$ cat src/pkg/sas_params.svh
// Purpose: offsets, field positions, reset values and timing counts of the converter sequencer
// Assumes: byte addresses on a 32-bit register bus, one aligned word per register
// Notes: conversion periods are counted in main clock periods
`ifndef SAS_PARAMS_SVH
`define SAS_PARAMS_SVH

// ----------------------------------------------------------------
// register map
// ----------------------------------------------------------------
`define SAS_OFS_MODE 16'hFF80
`define SAS_OFS_CHAN 16'hFF84
`define SAS_OFS_RESULT 16'hFF14
`define SAS_OFS_FLAG 16'hFF88

// ----------------------------------------------------------------
// fields and reset values
// ----------------------------------------------------------------
`define SAS_MODE_EN_BIT 7
`define SAS_MODE_TIME_LSB 3
`define SAS_MODE_RST 8'h00
`define SAS_CHAN_RST 3'h0
`define SAS_RES_LSB 6
`define SAS_SAR_MSB_TRIAL 10'h200
`define SAS_SAR_TOP_BIT 4'h9

// ----------------------------------------------------------------
// timing: periods per conversion, split into 12 equal slots
// ----------------------------------------------------------------
`define SAS_CONV_000 144
`define SAS_CONV_001 120
`define SAS_CONV_010 96
`define SAS_CONV_100 72
`define SAS_SLOTS 12
`define SAS_SAMPLE_SLOTS 2

// ----------------------------------------------------------------
// bus answers
// ----------------------------------------------------------------
`define SAS_RESP_OKAY 2'h0
`define SAS_RESP_SLVERR 2'h2

`endif

$ cat src/pkg/sas_pkg.sv
// Purpose: types shared by the converter sequencer
// Assumes: nothing beyond the params header
// Notes: states are gray coded along idle, sample, convert
package sas_pkg;

    typedef enum logic [1:0] {
        SAS_IDLE = 2'h0,
        SAS_SAMPLE = 2'h1,
        SAS_CONVERT = 2'h3
    } sas_state_t;

    typedef struct packed {
        logic [15:0] addr;
        logic [31:0] data;
        logic [3:0] strb;
    } sas_wreq_t;

endpackage

$ cat src/design/sas_seq.sv
// Purpose: control of a 10-bit successive-approximation converter with six inputs
// Assumes: comparator and ladder outside; one AXI4-Lite master; inputs synchronous to REF_CLK
// Notes: the analog ladder is offset by half a step so a trial code n compares at (n - 0.5) LSB
//
// Summary of operation
// - conversions repeat back to back until software clears the enable bit (bit 7)
// - writing mode or channel register aborts a running conversion; restart if enabled
// - the result register has no defined value after reset
// - code equals integer part of input/reference times 1024 plus one half
// - only select mode: channel register picks one of six inputs
// - no hardware trigger; only a mode register write starts conversion
// - setting the enable bit starts converting the selected input
// - end of conversion loads result and raises done request together
// - after completion the next conversion starts on the same channel automatically
// - mode write with enable set discards conversion, restarts with new settings
// - mode write with enable clear halts conversion at once, no result
// - standby freezes the sequencer; no conversion steps
// - result read colliding with update returns old value, update follows
// - mode/channel write colliding with end of conversion wins; no update, no request
// - writing the mode register leaves the done flag unchanged
// - result is 16 bits, code in bits 15..6, low six bits zero
// - time field codes 000,001,010,100 give 144,120,96,72 periods
// - channel codes 000..101 pick inputs 0..5; upper register bits zero
// - trial each bit 9 down to 0; keep when input at or above tap
//
// Decided for this implementation: register access over AXI4-Lite and the address map.
`timescale 1ns/1ps
`include "sas_params.svh"

module sas_seq #(
    parameter int ADDR_W = 16
) (
    input wire logic REF_CLK,
    input wire logic ARST_N,
    input wire logic STANDBY,
    input wire logic COMP_GE,
    output logic [2:0] CHANNEL_SEL,
    output logic SAMPLE_HOLD_N,
    output logic [9:0] TAP_CODE,
    output logic CONV_DONE_IRQ,
    input wire logic [ADDR_W-1:0] S_AXI_AWADDR,
    input wire logic S_AXI_AWVALID,
    output logic S_AXI_AWREADY,
    input wire logic [31:0] S_AXI_WDATA,
    input wire logic [3:0] S_AXI_WSTRB,
    input wire logic S_AXI_WVALID,
    output logic S_AXI_WREADY,
    output logic [1:0] S_AXI_BRESP,
    output logic S_AXI_BVALID,
    input wire logic S_AXI_BREADY,
    input wire logic [ADDR_W-1:0] S_AXI_ARADDR,
    input wire logic S_AXI_ARVALID,
    output logic S_AXI_ARREADY,
    output logic [31:0] S_AXI_RDATA,
    output logic [1:0] S_AXI_RRESP,
    output logic S_AXI_RVALID,
    input wire logic S_AXI_RREADY
);

    // ----------------------------------------------------------------
    // elaboration checks
    // ----------------------------------------------------------------
    if (ADDR_W < 16) begin : g_bad_addr
        $error("sas_seq: ADDR_W must be at least 16");
    end

    // ----------------------------------------------------------------
    // decoding helpers
    // ----------------------------------------------------------------
    // prohibited time codes fall back to the slowest setting, the safe side
    function automatic logic [7:0] slot_len(input logic [2:0] code);
        case (code)
            3'h1: slot_len = 8'(`SAS_CONV_001 / `SAS_SLOTS);
            3'h2: slot_len = 8'(`SAS_CONV_010 / `SAS_SLOTS);
            3'h4: slot_len = 8'(`SAS_CONV_100 / `SAS_SLOTS);
            default: slot_len = 8'(`SAS_CONV_000 / `SAS_SLOTS);
        endcase
    endfunction

    function automatic logic hit(input logic [ADDR_W-1:0] a, input logic [15:0] ofs);
        hit = (a == ADDR_W'(ofs));
    endfunction

    // ----------------------------------------------------------------
    // bus slave: address and data are held separately, write acts once both are in
    // ----------------------------------------------------------------
    logic aw_got_ff, w_got_ff, bvalid_ff, rvalid_ff;
    logic [1:0] bresp_ff, rresp_ff;
    logic [31:0] rdata_ff;
    sas_pkg::sas_wreq_t wreq_ff;

    wire aw_take = S_AXI_AWVALID && S_AXI_AWREADY;
    wire w_take = S_AXI_WVALID && S_AXI_WREADY;
    wire wr_fire = aw_got_ff && w_got_ff && !bvalid_ff;
    wire ar_take = S_AXI_ARVALID && S_AXI_ARREADY;
    wire lane0 = wreq_ff.strb[0];
    wire wr_mode = wr_fire && lane0 && hit(ADDR_W'(wreq_ff.addr), `SAS_OFS_MODE);
    wire wr_chan = wr_fire && lane0 && hit(ADDR_W'(wreq_ff.addr), `SAS_OFS_CHAN);
    wire wr_flag = wr_fire && lane0 && hit(ADDR_W'(wreq_ff.addr), `SAS_OFS_FLAG);
    wire wr_known = hit(ADDR_W'(wreq_ff.addr), `SAS_OFS_MODE) || hit(ADDR_W'(wreq_ff.addr), `SAS_OFS_CHAN)
        || hit(ADDR_W'(wreq_ff.addr), `SAS_OFS_FLAG) || hit(ADDR_W'(wreq_ff.addr), `SAS_OFS_RESULT);
    wire ctl_wr = wr_mode || wr_chan;

    assign S_AXI_AWREADY = !aw_got_ff && !bvalid_ff;
    assign S_AXI_WREADY = !w_got_ff && !bvalid_ff;
    assign S_AXI_ARREADY = !rvalid_ff;
    assign S_AXI_BVALID = bvalid_ff;
    assign S_AXI_BRESP = bresp_ff;
    assign S_AXI_RVALID = rvalid_ff;
    assign S_AXI_RRESP = rresp_ff;
    assign S_AXI_RDATA = rdata_ff;

    always_ff @(posedge REF_CLK or negedge ARST_N) begin
        if (!ARST_N) begin
            aw_got_ff <= 1'b0;
            w_got_ff <= 1'b0;
            bvalid_ff <= 1'b0;
            bresp_ff <= `SAS_RESP_OKAY;
            wreq_ff <= '0;
        end else begin
            if (aw_take) begin
                aw_got_ff <= 1'b1;
                wreq_ff.addr <= S_AXI_AWADDR[15:0];
            end
            if (w_take) begin
                w_got_ff <= 1'b1;
                wreq_ff.data <= S_AXI_WDATA;
                wreq_ff.strb <= S_AXI_WSTRB;
            end
            if (wr_fire) begin
                aw_got_ff <= 1'b0;
                w_got_ff <= 1'b0;
                bvalid_ff <= 1'b1;
                bresp_ff <= wr_known ? `SAS_RESP_OKAY : `SAS_RESP_SLVERR;
            end else if (bvalid_ff && S_AXI_BREADY) begin
                bvalid_ff <= 1'b0;
            end
        end
    end

    // ----------------------------------------------------------------
    // control registers
    // ----------------------------------------------------------------
    logic en_ff;
    logic [2:0] time_ff, chan_ff;
    logic flag_ff;

    wire nxt_en = wreq_ff.data[`SAS_MODE_EN_BIT];
    wire [2:0] nxt_time = wreq_ff.data[`SAS_MODE_TIME_LSB +: 3];

    always_ff @(posedge REF_CLK or negedge ARST_N) begin
        if (!ARST_N) begin
            en_ff <= 1'(`SAS_MODE_RST >> `SAS_MODE_EN_BIT);
            time_ff <= 3'(`SAS_MODE_RST >> `SAS_MODE_TIME_LSB);
            chan_ff <= `SAS_CHAN_RST;
        end else begin
            if (wr_mode) begin
                en_ff <= nxt_en;
                time_ff <= nxt_time;
            end
            if (wr_chan) begin
                chan_ff <= wreq_ff.data[2:0]; // upper bits are not stored
            end
        end
    end

    assign CHANNEL_SEL = chan_ff;

    // ----------------------------------------------------------------
    // sequencer
    // ----------------------------------------------------------------
    sas_pkg::sas_state_t state_ff, nxt_state;
    logic [7:0] cnt_ff, nxt_cnt;
    logic [3:0] bit_ff, nxt_bit;
    logic [9:0] sar_ff, nxt_sar;
    logic [9:0] code_ff;
    logic irq_ff;

    wire [7:0] slot = slot_len(wr_mode ? nxt_time : time_ff);
    wire [7:0] sample_len = 8'(slot * `SAS_SAMPLE_SLOTS);
    wire cnt_end = (cnt_ff == 8'h01);
    wire [9:0] sar_kept = COMP_GE ? sar_ff : (sar_ff & ~(10'h001 << bit_ff));
    wire conv_end = !STANDBY && (state_ff == sas_pkg::SAS_CONVERT) && cnt_end && (bit_ff == 4'h0);
    wire done_evt = conv_end && !ctl_wr;
    wire run_next = wr_mode ? nxt_en : en_ff;

    always_comb begin
        nxt_state = state_ff;
        nxt_cnt = cnt_ff;
        nxt_bit = bit_ff;
        nxt_sar = sar_ff;
        if (ctl_wr) begin
            // abort whatever runs; a channel write alone never starts an idle converter
            if (run_next && (wr_mode || state_ff != sas_pkg::SAS_IDLE)) begin
                nxt_state = sas_pkg::SAS_SAMPLE;
                nxt_cnt = sample_len;
            end else begin
                nxt_state = sas_pkg::SAS_IDLE;
            end
        end else if (!STANDBY) begin
            case (state_ff)
                sas_pkg::SAS_IDLE: begin
                    nxt_state = sas_pkg::SAS_IDLE;
                end
                sas_pkg::SAS_SAMPLE: begin
                    if (cnt_end) begin
                        nxt_state = sas_pkg::SAS_CONVERT;
                        nxt_cnt = slot;
                        nxt_bit = `SAS_SAR_TOP_BIT;
                        nxt_sar = `SAS_SAR_MSB_TRIAL;
                    end else begin
                        nxt_cnt = cnt_ff - 8'h01;
                    end
                end
                sas_pkg::SAS_CONVERT: begin
                    if (!cnt_end) begin
                        nxt_cnt = cnt_ff - 8'h01;
                    end else if (bit_ff == 4'h0) begin
                        nxt_sar = sar_kept;
                        nxt_state = sas_pkg::SAS_SAMPLE;
                        nxt_cnt = sample_len;
                    end else begin
                        nxt_bit = bit_ff - 4'h1;
                        nxt_sar = sar_kept | (10'h001 << (bit_ff - 4'h1));
                        nxt_cnt = slot;
                    end
                end
                default: begin
                    nxt_state = sas_pkg::SAS_IDLE;
                end
            endcase
        end
    end

    always_ff @(posedge REF_CLK or negedge ARST_N) begin
        if (!ARST_N) begin
            state_ff <= sas_pkg::SAS_IDLE;
            cnt_ff <= 8'h00;
            bit_ff <= 4'h0;
            sar_ff <= 10'h000;
            irq_ff <= 1'b0;
            flag_ff <= 1'b0;
        end else begin
            state_ff <= nxt_state;
            cnt_ff <= nxt_cnt;
            bit_ff <= nxt_bit;
            sar_ff <= nxt_sar;
            irq_ff <= done_evt;
            // set beats clear; mode writes leave the flag alone
            if (done_evt) begin
                flag_ff <= 1'b1;
            end else if (wr_flag && wreq_ff.data[0]) begin
                flag_ff <= 1'b0;
            end
        end
    end

    // no reset: the result is meaningless until the first conversion ends
    always_ff @(posedge REF_CLK) begin
        if (done_evt) begin
            code_ff <= sar_kept;
        end
    end

    assign TAP_CODE = sar_ff;
    assign SAMPLE_HOLD_N = (state_ff != sas_pkg::SAS_SAMPLE);
    assign CONV_DONE_IRQ = irq_ff;

    // ----------------------------------------------------------------
    // read path: data is captured at the same edge as any update, so it holds the old result
    // ----------------------------------------------------------------
    wire [31:0] rd_mux =
        hit(S_AXI_ARADDR, `SAS_OFS_RESULT) ? {16'h0000, code_ff, 6'h00} :
        hit(S_AXI_ARADDR, `SAS_OFS_MODE) ? {24'h000000, en_ff, 1'b0, time_ff, 3'h0} :
        hit(S_AXI_ARADDR, `SAS_OFS_CHAN) ? {29'h00000000, chan_ff} :
        hit(S_AXI_ARADDR, `SAS_OFS_FLAG) ? {31'h00000000, flag_ff} : 32'h00000000;
    wire rd_known = hit(S_AXI_ARADDR, `SAS_OFS_RESULT) || hit(S_AXI_ARADDR, `SAS_OFS_MODE)
        || hit(S_AXI_ARADDR, `SAS_OFS_CHAN) || hit(S_AXI_ARADDR, `SAS_OFS_FLAG);
    logic rd_res_ff;

    always_ff @(posedge REF_CLK or negedge ARST_N) begin
        if (!ARST_N) begin
            rvalid_ff <= 1'b0;
            rdata_ff <= 32'h00000000;
            rresp_ff <= `SAS_RESP_OKAY;
            rd_res_ff <= 1'b0;
        end else if (ar_take) begin
            rvalid_ff <= 1'b1;
            rdata_ff <= rd_mux;
            rresp_ff <= rd_known ? `SAS_RESP_OKAY : `SAS_RESP_SLVERR;
            rd_res_ff <= hit(S_AXI_ARADDR, `SAS_OFS_RESULT);
        end else if (rvalid_ff && S_AXI_RREADY) begin
            rvalid_ff <= 1'b0;
        end
    end
endmodule // sas_seq

$ cat config.mk
export PLATFORM = sky130hd
export DESIGN_NAME = sas_seq
export DESIGN_NICKNAME = d
export VERILOG_FILES = /design/src/pkg/sas_pkg.sv /design/src/design/sas_seq.sv
export VERILOG_INCLUDE_DIRS = /design/src /design/src/pkg
export SDC_FILE = /design/constraint.sdc
export NUM_CORES = 1
export LEC_CHECK = 0
export BUFFER_PORTS_ARGS = -buffer_cell sky130_fd_sc_hd__buf_2
export CAP_MARGIN = 20
export CORE_MARGIN = 2
export CORE_UTILIZATION = 52
export DETAILED_ROUTE_END_ITERATION = 8
export PLACE_DENSITY = 0.83
export SETUP_SLACK_MARGIN = 0.3
export SYNTH_ARGS = -nofsm -noshare
export SYNTH_HDL_FRONTEND = slang
export SYNTH_SLANG_ARGS = --single-unit
$ cat constraint.sdc
create_clock -name REF_CLK -period 3.3 [get_ports REF_CLK]
set_clock_uncertainty 0.1 [all_clocks]
set_input_delay 0.66 -clock REF_CLK [delete_from_list [all_inputs] [get_ports REF_CLK]]
set_output_delay 0.66 -clock REF_CLK [all_outputs]
set_load 0.02 [all_outputs]
# Yosys cells after proc, flatten, opt, wreduce, memory -nomap -nowiden
# Index checks and enable logic that the tools add are counted.
# op_classes
n_shift,2
bitwise_logic,5
add_sub_neg,2
eq_ne,23
reduce_logical,46
mux,42
# ops
cell,n
"equality test 16 bit, second input constant",8
2-to-1 mux 8 bit,7
2-to-1 mux 10 bit,4
one-hot mux 10 bit (2 select lines),1
"left shift 1 x 4 -> 10 bit, first input constant",2
logical AND 1 bit,19
2-to-1 mux 16 bit,1
one-hot mux 8 bit (2 select lines),1
2-to-1 mux 2 bit,7
nonzero test 2 bit,7
2-to-1 mux 1 bit,13
2-to-1 mux 4 bit,3
one-hot mux 4 bit (3 select lines),1
AND 10 bit,1
inverter 10 bit,1
bitwise OR 10 bit,1
"equality test 8 x 1 -> 1 bit, second input constant",1
logical OR 1 bit,8
one-hot mux 4 bit (2 select lines),1
"subtractor 8 x 1 -> 8 bit, second input constant",1
zero test 1 bit,6
2-to-1 mux 3 bit,2
"inequality test 2 x 1 -> 1 bit, second input constant",3
"inequality test 2 bit, second input constant",3
16 further kinds,18
# totals
out_inout_bits,56
word_cells,140
reg_bits,108
in_bits,77

# Depth between registers and ports, before layout
# Gate-level depths: netlist of run 1.
# depth
ltp_word,12
depth_mapped,9
depth_no_buf,8

# Worst setup path before layout of run 1
# Ideal clock, no wire load.
# synth_path
kind,register to register
start,reg bit_ff[0]
end,reg code_ff[0] (enable)
t_arrival_ns,1.842
stages_incl_launch_ff,7
setup_time_ns,0.351
path_buffers,0
path_slack_ns,1.007
t_required_ns,2.849
period_less_slack_ns,2.293
path_cell_list,dfrtp_1 inv_1 ha_1 nor3b_1 nand2_1 nor2_1 and3_1
# synth_between
elab_chain_len,3
# synth_lines
element,line,rtl
start: declaration,sas_seq.sv:174,"logic [3:0] bit_ff, nxt_bit;"
start signal: assignment,sas_seq.sv:246,bit_ff <= nxt_bit;
zero test 4 bit,sas_seq.sv:183,wire conv_end = !STANDBY && (state_ff == sas_pkg::SAS_CONVERT) && cnt_end && (bit_ff == 4'h0);
logical AND 1 bit,sas_seq.sv:183,
logical AND 1 bit,sas_seq.sv:184,wire done_evt = conv_end && !ctl_wr;
named net done_evt,sas_seq.sv:184,
end signal: assignment,sas_seq.sv:261,code_ff <= sar_kept;
end: declaration,sas_seq.sv:176,logic [9:0] code_ff;
# The timed path passes the listed nets, and every way through them passes these cells.
# A chain may end at the register's enable or synchronous reset.

# Worst setup path after layout of run 1
# layout_path
start,"reg bvalid_ff, in the netlist S_AXI_BVALID"
end,"reg sar_ff[9], in the netlist TAP_CODE[9]"
# layout_between
elab_chain_len,7
elab_cells_between_ends,8
cone_classes,1 x bitwise; 7 x reduce/logical
# layout_lines
element,line,rtl
start: declaration,sas_seq.sv:87,"logic aw_got_ff, w_got_ff, bvalid_ff, rvalid_ff;"
start signal: assignment,sas_seq.sv:117,bvalid_ff <= 1'b0;
start signal: assignment,sas_seq.sv:133,bvalid_ff <= 1'b1;
start signal: assignment,sas_seq.sv:136,bvalid_ff <= 1'b0;
zero test 1 bit *,sas_seq.sv:94,wire wr_fire = aw_got_ff && w_got_ff && !bvalid_ff;
logical AND 1 bit *,sas_seq.sv:94,
logical AND 1 bit *,"sas_seq.sv:97, sas_seq.sv:98",
"logical AND 1 bit, on equally long branches","sas_seq.sv:97, sas_seq.sv:98",
logical OR 1 bit *,sas_seq.sv:102,wire ctl_wr = wr_mode || wr_chan;
inverter 1 bit (no source line) *,--,
AND reduction 5 bit (no source line) *,--,
end signal: assignment,sas_seq.sv:247,sar_ff <= nxt_sar;
end: declaration,sas_seq.sv:175,"logic [9:0] sar_ff, nxt_sar;"
# Every way passes the cells marked *; elsewhere a longest branch is shown, timed or not.

==> summary.txt, run 1 <==
Run status
  – Status: finished, final reports clean

GRT
  – First-pass GRT wire length: 16.3 mm
  – Largest net degree at the start of global routing: 80
  – Initial antenna violation count: 0
  – Number of global-route vias before repair: 3424
  – GRT overflow: 0
  – All-Layer GR Usage: 21.0%

Placement
  – Routability Congestion: 0.921
  – I/O Buffers: 86
  – Final HPWL DP: 6.92 mm
  – Dpl ws: 0.704 ns

Worst setup path
  – CP startpoint kind: flop
  – Worst setup path class: reg2reg
  – FF-to-FF End: TAP_CODE[9]$_DFFE_PN0P_
  – Critical Path RT: 3.44 ns
  – FF-to-FF setup slack: 0.66 ns
  – Worst EP arrival: 2.78 ns
  – Worst R2R Start: S_AXI_BVALID$_DFFE_PN0P_
  – Cells on worst reg2reg path: 6
  – CP Launch Point: S_AXI_BVALID$_DFFE_PN0P_
  – Worst-path cell chain: nand4bb_2, nor4_2, and2_1, nand3b_1, buf_4, mux2_1
  – Slowest cell on crit path: dfrtp_1
  – Kind of end point of the critical path: flop
  – Crit path max fanout: 14
  – CP peak stage delay: 0.43 ns

Yosys
  – Synth Flop Type: dfrtp_1
  – Yosys top cell area share: 43.7%
  – Post-Syn Area: 4520 sq um
  – Area leader, netlist: dfrtp_1
  – Avg Cell Area, Syn: 10.7 sq um
  – Synth area leaders: dfrtp_1 44%, mux2_2 8.2%, edfxtp_1 6.6%, nand2_1 3.7%, buf_4 3.0%
  – Fraction of registers with async set/reset: 88.8%
  – Sequential fraction of the synthesis area: 50.4%
  – Synth warnings: 0
  – Number of synthesized register bits: 89
  – Post-Syn Instances: 423
  – EDFF count, synth: 10
  – Synth cell types: 56

Drt
  – Antenna Nets Post-Route: 0
  – Via count: 3435
  – Routed length per instance: 15.2 microns
  – Met2 wire len: 4.62 mm
  – WL final: 9.40 mm
  – DR pass1 iterations: 4
  – Remaining DRCs: 0
  – Met3 WL post-DR: 493 microns
  – Highest Signal Layer: met4
  – M1 WL: 4.13 mm
  – Vias per cell: 5.54
  – DR iter-0 viols: 165

CTS
  – Total clock buffers created by CTS: 9
  – CTS sink cnt: 89
  – Setup Buffers After CTS: 0
  – Skew-Pair Late Insertion Delay: 0.36 ns
  – Clock root cell: clkbuf_8
  – Clock transition at path regs: 0.10 ns
  – Resized cells post-CTS: 0
  – Hold buffer count at CTS: 0
  – Clock Path Buffers: 2
  – Htree depth: 3
  – CTS tree: yes

Final layout
  – Fin nets: 591
  – # diodes: 0
  – Fraction of layout cells with a size suffix above 1: 28.5%
  – FILL cells: 730
  – Fin util: 60.1%
  – Most common cell after layout, fill and taps aside: buf_2
  – Commonest cells after routing, fill and taps aside: 85 x buf_2, 79 x dfrtp_1, 44 x nand2_1
  – Area grow syn2layout: 14.2%

Timing
  – Final TNS setup: 0 ns
  – Worst-Margin Slew: 0.764 ns
  – Final worst hold slack: 0.0918 ns
  – Final hold viol count: 0
  – Top achievable clock speed: 0.379 GHz
  – RSZ-0062 raised after global routing: no
  – Max Slew Vio Count: 0
  – Final setup margin: 0.663 ns
  – Setup Viol. Count Final: 0
  – Fin crit share: 79.9%
  – Normalized max-slew margin: 48.9%
  – Fin crit period: 2.64 ns

Power and ir drop
  – Sequential power share: 53.7%
  – Clock power share: 25.2%
  – Psw: 0.832 mW
  – Internal power: 1.84 mW
  – Combinational fraction of design power: 21.2%
  – Leakage power total: 2.49 nW
  – Switching Share: 31.1%
  – Tot Pwr: 2.67 mW
  – PD cells: 518 nW/um^2
  – Peak supply drop: 0.000248 V

Hold path
  – Hold Crit Class: in2async

Floorplanning
  – Die height: 97.2 microns
  – Die Footprint: 9460 sq um
  – # IOs: 133
  – Row cnt: 34
  – Initial Util: 52.6%
  – Die span in x: 97.2 microns
  – Core area: 8590 sq um

Run
  – MaxCap Viol Count: 0
## worst max-delay path: cells and delay by family (launching register included)
family / cells / cell delay (ns)
buffers and inverters: 1 / 0.25
DFF: 1 / 0.43
muxes: 1 / 0.33
and+or+nand+nor: 4 / 1.40
## registers in the layout (all words and copies together) (netlist names), 2 cells and up
signal,count
TAP_CODE,10
state_ff,2
code_ff,10
nxt_time,3
time_ff,3
wreq_ff,19
cnt_ff,8
bit_ff,4
S_AXI_RDATA,16
CHANNEL_SEL,3
## power by group through the flow
stage / Combinational, mW / Clock [mW] / Sequential, mW
floorplan: 0.454 / 0 / 1.41
global placement: 0.538 / 0 / 1.44
detailed placement: 0.564 / 0 / 1.46
CTS: 0.567 / 0.684 / 1.43
global route: 0.622 / 0.724 / 1.46
finish: 0.566 / 0.673 / 1.44
## how the worst max path moves through the flow
stage / cells after the start / end / slack, ns
2_1_floorplan: 6 / code_ff[0]$_DFFE_PP_ / 1.01
3_3_place_gp: 6 / TAP_CODE[9]$_DFFE_PN0P_ / 0.79
3_5_place_dp: 6 / TAP_CODE[9]$_DFFE_PN0P_ / 0.70
4_1_cts: 6 / TAP_CODE[9]$_DFFE_PN0P_ / 0.66
5_1_grt: 6 / TAP_CODE[9]$_DFFE_PN0P_ / 0.53
6_report: 6 / TAP_CODE[9]$_DFFE_PN0P_ / 0.66
## Yosys cell counts, types with 4 or more instances
library cell	count
a21boi_0	6
nor2_1	25
xor2_1	4
inv_1	10
a21oi_1	12
clkbuf_1	11
nor3_1	17
mux2_2	33
nand2_1	44
o21ai_0	15
buf_4	18
a22o_1	5
edfxtp_1	10
dfrtp_1	79
ha_1	7
o21ai_1	11
a31oi_1	7
a21o_1	9
nand3_1	16
nor2b_1	4
nand3b_1	6
and2_1	7
and3_1	4
nand2b_1	6
xnor2_1	5
## layer usage
layer	vias up	GRT usage (%)
met1	1662	27.7
met4	0	6.62
li1	1657	-
met2	102	35.8
met5	-	0
met3	14	3.31
## final cells by class
class	instances	area, sq um	share of cell area (%)
Timing Repair Buffer	89	475	9.21
Multi-Input combinational cell	308	2070	40.0
Inverter	10	37.5	0.727
Clock buffer	10	128	2.47
Tap cell	108	135	2.62
Clock inverter	6	43.8	0.848
Sequential cell	89	2280	44.1
## cell families after synthesis
logic type      after synthesis  share of synthesized area [%]
flops                        89                           50.4
xor+xnor                      9                           1.74
fa+ha+maj                     7                           1.94
buf+inv                      43                           5.31
simple gates                150                           18.1
compound gates               86                           13.1
mux                          38                           9.38
other cells                   1                         0.0830
## metrics by stage
stage	instance area (sq um)	instances
2_1_floorplan	4580	440
3_3_place_gp	4960	603
3_5_place_dp	4960	603
4_1_cts	5140	619
5_1_grt	5160	620
6_report	5160	620
Power figures use the tool's default switching activity.
==> run 2, diff against run 1 <==
Settings changed: CORE_UTILIZATION 52 to 47, PLACE_DENSITY 0.83 to 0.8.
Clock period 3.3 ns to 2.4 ns, I/O delays scaled along.
==> summary.txt, run 2 (synthesized netlist as in run 1, its figures left out) <==
Run
  – MaxCap Viol Count: 0

Worst setup path
  – Kind of end point of the critical path: flop
  – Worst R2R Start: wreq_ff[36]$_DFFE_PN0P_
  – CP Launch Point: wreq_ff[36]$_DFFE_PN0P_
  – Worst setup path class: reg2reg
  – Critical Path RT: 2.55 ns
  – Worst EP arrival: 2.32 ns
  – Crit path max fanout: 7
  – CP startpoint kind: flop

GRT
  – First-pass GRT wire length: 16.5 mm
  – Initial antenna violation count: 0
  – Largest net degree at the start of global routing: 33
  – GRT overflow: 0
  – Number of global-route vias before repair: 3445
  – All-Layer GR Usage: 20.2%

Final layout
  – Area of the multi-input gates: 2260 sq um
  – Commonest cells after routing, fill and taps aside: 85 x buf_2, 77 x dfrtp_1, 43 x nand2_1
  – Fin nets: 617
  – Layout Cells excl Fill: 667
  – Max reg flops: 19
  – FILL cells: 763
  – Biggest register: wreq_ff
  – # diodes: 0
  – Fraction of layout cells with a size suffix above 1: 36.8%
  – Most common cell after layout, fill and taps aside: buf_2
  – Area grow syn2layout: 23.9%
  – Register area: 2280 sq um

Hold path
  – Hold_sp: S_AXI_BREADY
  – Hold Crit Class: in2reg

Drt
  – Vias per cell: 5.48
  – Routed length per instance: 15.8 microns
  – WL final: 10.5 mm
  – DR iter-0 viols: 257
  – Via count: 3658
  – DR pass1 iterations: 5
  – Antenna Nets Post-Route: 0
  – Remaining DRCs: 0

Floorplanning
  – Die span in x: 102 microns
  – Row cnt: 35
  – Core area: 9280 sq um
  – Die Footprint: 10400 sq um
  – Initial Util: 48.7%
  – Die height: 102 microns
  – # IOs: 133

CTS
  – CTS sink cnt: 89
  – CTS tree: yes
  – Total clock buffers created by CTS: 9
  – Skew-Pair Late Insertion Delay: 0.36 ns
  – Clock transition at path regs: 0.09 ns
  – Htree depth: 3
  – Clock root cell: clkbuf_8
  – Clock Path Buffers: 2

Timing
  – Final TNS setup: 0 ns
  – Max Slew Vio Count: 0
  – Final worst hold slack: 0.200 ns
  – Fin crit period: 2.17 ns
  – Top achievable clock speed: 0.462 GHz
  – Fin crit share: 90.2%
  – RSZ-0062 raised after global routing: yes
  – Setup Viol. Count Final: 0
  – Final hold viol count: 0
  – Worst-Margin Slew: 0.731 ns
  – Normalized max-slew margin: 51.3%

Placement
  – Final HPWL DP: 7.50 mm
  – Inst Count DP: 638
  – Routability Congestion: 0.969
  – I/O Buffers: 86

Power and ir drop
  – PD cells: 696 nW/um^2
  – Peak supply drop: 0.000325 V
  – Leakage power total: 2.69 nW

Run status
  – Status: finished, final reports clean
==> run 2: changes by cell type in the layout (fill, tap and decap cells not counted), moves of 3 or more <==
cell	delta
buf_6	+3
nor3_1	-3
and2_1	-4
buf_4	+21
nor3_2	+3
==> run 2: path summary, 6_finish.rpt <==
check                      depth (start not counted)  slack (ns)                          to
hold / removal                                     2        0.20    S_AXI_BVALID$_DFFE_PN0P_
max in group asynchronous                          3        1.06       cnt_ff[0]$_DFFE_PN0P_
setup / recovery                                   6        0.23     TAP_CODE[9]$_DFFE_PN0P_
hold reg to reg                                    2        0.37  S_AXI_RDATA[9]$_DFFE_PN0P_
setup reg to reg                                   6        0.23     TAP_CODE[9]$_DFFE_PN0P_
min in group asynchronous                          2        0.50     wreq_ff[49]$_DFFE_PN0P_
==> run 2: per-layer routing <==
metal	routed length, microns	GRT usage [%]	vias to the layer above	share of wire, %
li1	-	-	1705	-
met1	4460	26.6	1763	42
met2	5240	33.7	166	50
met3	586	3.97	24	5.6
met4	225	7.08	0	2.1
met5	0	0	-	0
==> run 2: timing repair <==
| item | in CTS | in global routing |
|---|---|---|
| resized for setup | 20 | 22 |
| gates cloned | 0 | 2 |
| endpoints found under the hold margin | 24 | 0 |
| pin swaps | 4 | 10 |
| setup buffers | 2 | 8 |
| setup endpoints to repair | 25 | 30 |
| hold buffers | 1 | 0 |
==> run 2: layout make-up <==
class / instances / share of cell area [%]
Clock inverter: 7 / 1.25
Multi-Input combinational cell: 309 / 40.3
Sequential cell: 89 / 40.7
Timing Repair Buffer: 114 / 12.0
Inverter: 10 / 0.670
Clock buffer: 9 / 2.21
Tap cell: 129 / 2.88
==> run 2: where the power goes <==
part           switching [mW]  total, mW  internal [mW]  leakage (nW)
logic                   0.437      0.894          0.457          1.45
clock network           0.538       1.02          0.479        0.0893
registers               0.228       1.99           1.76          1.15
total                    1.20       3.90           2.70          2.69
==> run 2: per-stage QoR <==
step | utilization (%) | power, mW | setup WS [ns] | cell area, sq um
6_report | 60.3 | 3.90 | 0.235 | 5600
3_3_place_gp | 55.1 | 2.76 | 0.234 | 5120
2_1_floorplan | - | 2.57 | 0.295 | 4600
5_1_grt | 60.3 | 4.11 | 0.130 | 5600
3_5_place_dp | 55.1 | 2.81 | 0.176 | 5120
4_1_cts | 58.6 | 3.91 | 0.263 | 5440
==> run 2: critical path, stage by stage (launching register included) <==
cell       delay (ns)
dfrtp_1          0.39
nand4bb_4        0.27
nor4_4           0.35
and2_4           0.24
nand3b_1         0.24
buf_6            0.17
mux2_4           0.30
==> run 3, diff against run 2 <==
Settings changed: CORE_UTILIZATION 47 to 28, PLACE_DENSITY 0.8 to 0.53.
==> summary.txt, run 3 (synthesized netlist as in run 1, its figures left out) <==
Timing
  – Top achievable clock speed: 0.470 GHz
  – Final setup margin: 0.274 ns
  – Setup Viol. Count Final: 0
  – RSZ-0062 raised after global routing: yes
  – Worst-Margin Slew: 0.620 ns
  – Fin crit share: 88.6%
  – Fin crit period: 2.13 ns
  – Final hold viol count: 0
  – Normalized max-slew margin: 58.6%
  – Max Slew Vio Count: 0
  – Final TNS setup: 0 ns

Final layout
  – Layout Cells excl Fill: 755
  – FILL cells: 1556
  – # diodes: 0
  – Register area: 2280 sq um
  – Fraction of layout cells with a size suffix above 1: 36.5%
  – Max reg flops: 19
  – Area grow syn2layout: 29.1%
  – Fin nets: 618
  – Area of the multi-input gates: 2220 sq um
  – Fin util: 36.9%
  – Biggest register: wreq_ff
  – Most common cell after layout, fill and taps aside: buf_2
  – Commonest cells after routing, fill and taps aside: 85 x buf_2, 77 x dfrtp_1, 44 x nand2_1

Floorplanning
  – Row cnt: 46
  – # IOs: 133
  – Die span in x: 131 microns
  – Core area: 15800 sq um
  – Die Footprint: 17200 sq um
  – Initial Util: 28.6%
  – Die height: 131 microns

Hold path
  – Hold depth: 2
  – Hold Crit Class: in2reg

CTS
  – Clock root cell: clkbuf_16
  – CTS tree: yes
  – CTS sink cnt: 89
  – Clock transition at path regs: 0.06 ns
  – Total clock buffers created by CTS: 9
  – Skew-Pair Late Insertion Delay: 0.34 ns
  – Htree depth: 3
  – Clock Path Buffers: 2

Drt
  – Via count: 3547
  – Remaining DRCs: 0
  – WL final: 10.8 mm
  – DR iter-0 viols: 227
  – Antenna Nets Post-Route: 0
  – DR pass1 iterations: 4
  – Vias per cell: 4.70
  – Routed length per instance: 14.3 microns

Worst setup path
  – Worst-path cell chain: inv_2, ha_4, nor4b_4, nand3b_1, nor2_2, nand3b_1, or3_4, a21o_1
  – Total stage count of the critical path: 8
  – Bufs and invs on worst path: 1
  – Worst setup path class: reg2reg
  – CP startpoint kind: flop
  – Worst EP arrival: 2.25 ns
  – CP peak stage delay: 0.44 ns
  – Kind of end point of the critical path: flop
  – Cells on worst reg2reg path: 8
  – Critical Path RT: 2.53 ns
  – Crit path top cell by count: nand3b_1
  – Critical path's top delay family: simple AND/OR/NAND/NOR gates
  – Crit path max fanout: 3
  – Slowest cell on crit path: or3_4

Placement
  – Final HPWL DP: 7.90 mm
  – I/O Buffers: 86
  – Dpl ws: 0.143 ns
  – Routability Congestion: 0.847
  – Inst Count DP: 724

Power and ir drop
  – Internal power: 3.26 mW
  – Sequential power share: 44.0%
  – Peak supply drop: 0.000451 V
  – Leakage power total: 2.76 nW
  – Psw: 1.24 mW
  – Combinational fraction of design power: 20.1%
  – Switching Share: 27.5%
  – PD cells: 770 nW/um^2
  – Tot Pwr: 4.50 mW
  – Clock power share: 35.9%

Run status
  – Status: finished, final reports clean

Run
  – MaxCap Viol Count: 0

GRT
  – Initial antenna violation count: 0
  – First-pass GRT wire length: 17.5 mm
  – Largest net degree at the start of global routing: 44
  – GRT overflow: 0
  – All-Layer GR Usage: 13.0%
  – Number of global-route vias before repair: 3545
## run 3: worst paths after layout
kind / startpoint / endpoint / slack (ns)
worst max-delay path: cnt_ff[1]$_DFFE_PN0P_ / bit_ff[0]$_DFFE_PN0P_ / 0.27
worst min-delay path: S_AXI_BREADY / S_AXI_BVALID$_DFFE_PN0P_ / 0.22
worst max register to register: cnt_ff[1]$_DFFE_PN0P_ / bit_ff[0]$_DFFE_PN0P_ / 0.27
worst min register to register: S_AXI_RDATA[13]$_DFFE_PN0P_ / S_AXI_RDATA[13]$_DFFE_PN0P_ / 0.36
max in group asynchronous: ARST_N / bit_ff[0]$_DFFE_PN0P_ / 1.19
min in group asynchronous: ARST_N / wreq_ff[49]$_DFFE_PN0P_ / 0.43
## run 3: final cells by class
cell class	count	share of cell area, %
clock inverter	6	1.97
inverter	10	0.643
sequential	89	39.0
tap	216	4.63
clock buffer	10	3.92
multi-input combinational	308	38.1
timing repair buffer	116	11.7
## run 3: metrics by stage
stage	hold slack [ns]	cell area (sq um)
after floorplan	0.0844	4600
after detailed placement	0.251	5220
after CTS	0.203	5740
after global placement	0.250	5220
after global routing	0.214	5840
final	0.216	5840
## run 3: routing by layer
layer | routed length [microns] | GRT usage, %
met1 | 4910 | 16.7
met2 | 5190 | 21.8
met3 | 530 | 3.04
met4 | 149 | 4.19
met5 | 0 | 0
## run 3: repair_timing
| action | 4_1_cts | 5_1_grt |
|---|---|---|
| gates resized for setup | 19 | 18 |
| endpoints found under the setup margin | 27 | 31 |
| pin swaps | 7 | 7 |
| endpoints found under the hold margin | 13 | 0 |
| cloned | 1 | 0 |
| hold buffers | 1 | 0 |
| setup buffers | 8 | 5 |
## run 3: power by group through the flow
stage / registers (mW) / clock network [mW] / logic (mW)
2_1_floorplan: 1.94 / 0 / 0.626
6_report: 1.98 / 1.61 / 0.905
5_1_grt: 2.01 / 1.73 / 0.997
3_3_place_gp: 1.97 / 0 / 0.807
4_1_cts: 1.97 / 1.66 / 0.908
3_5_place_dp: 1.99 / 0 / 0.830
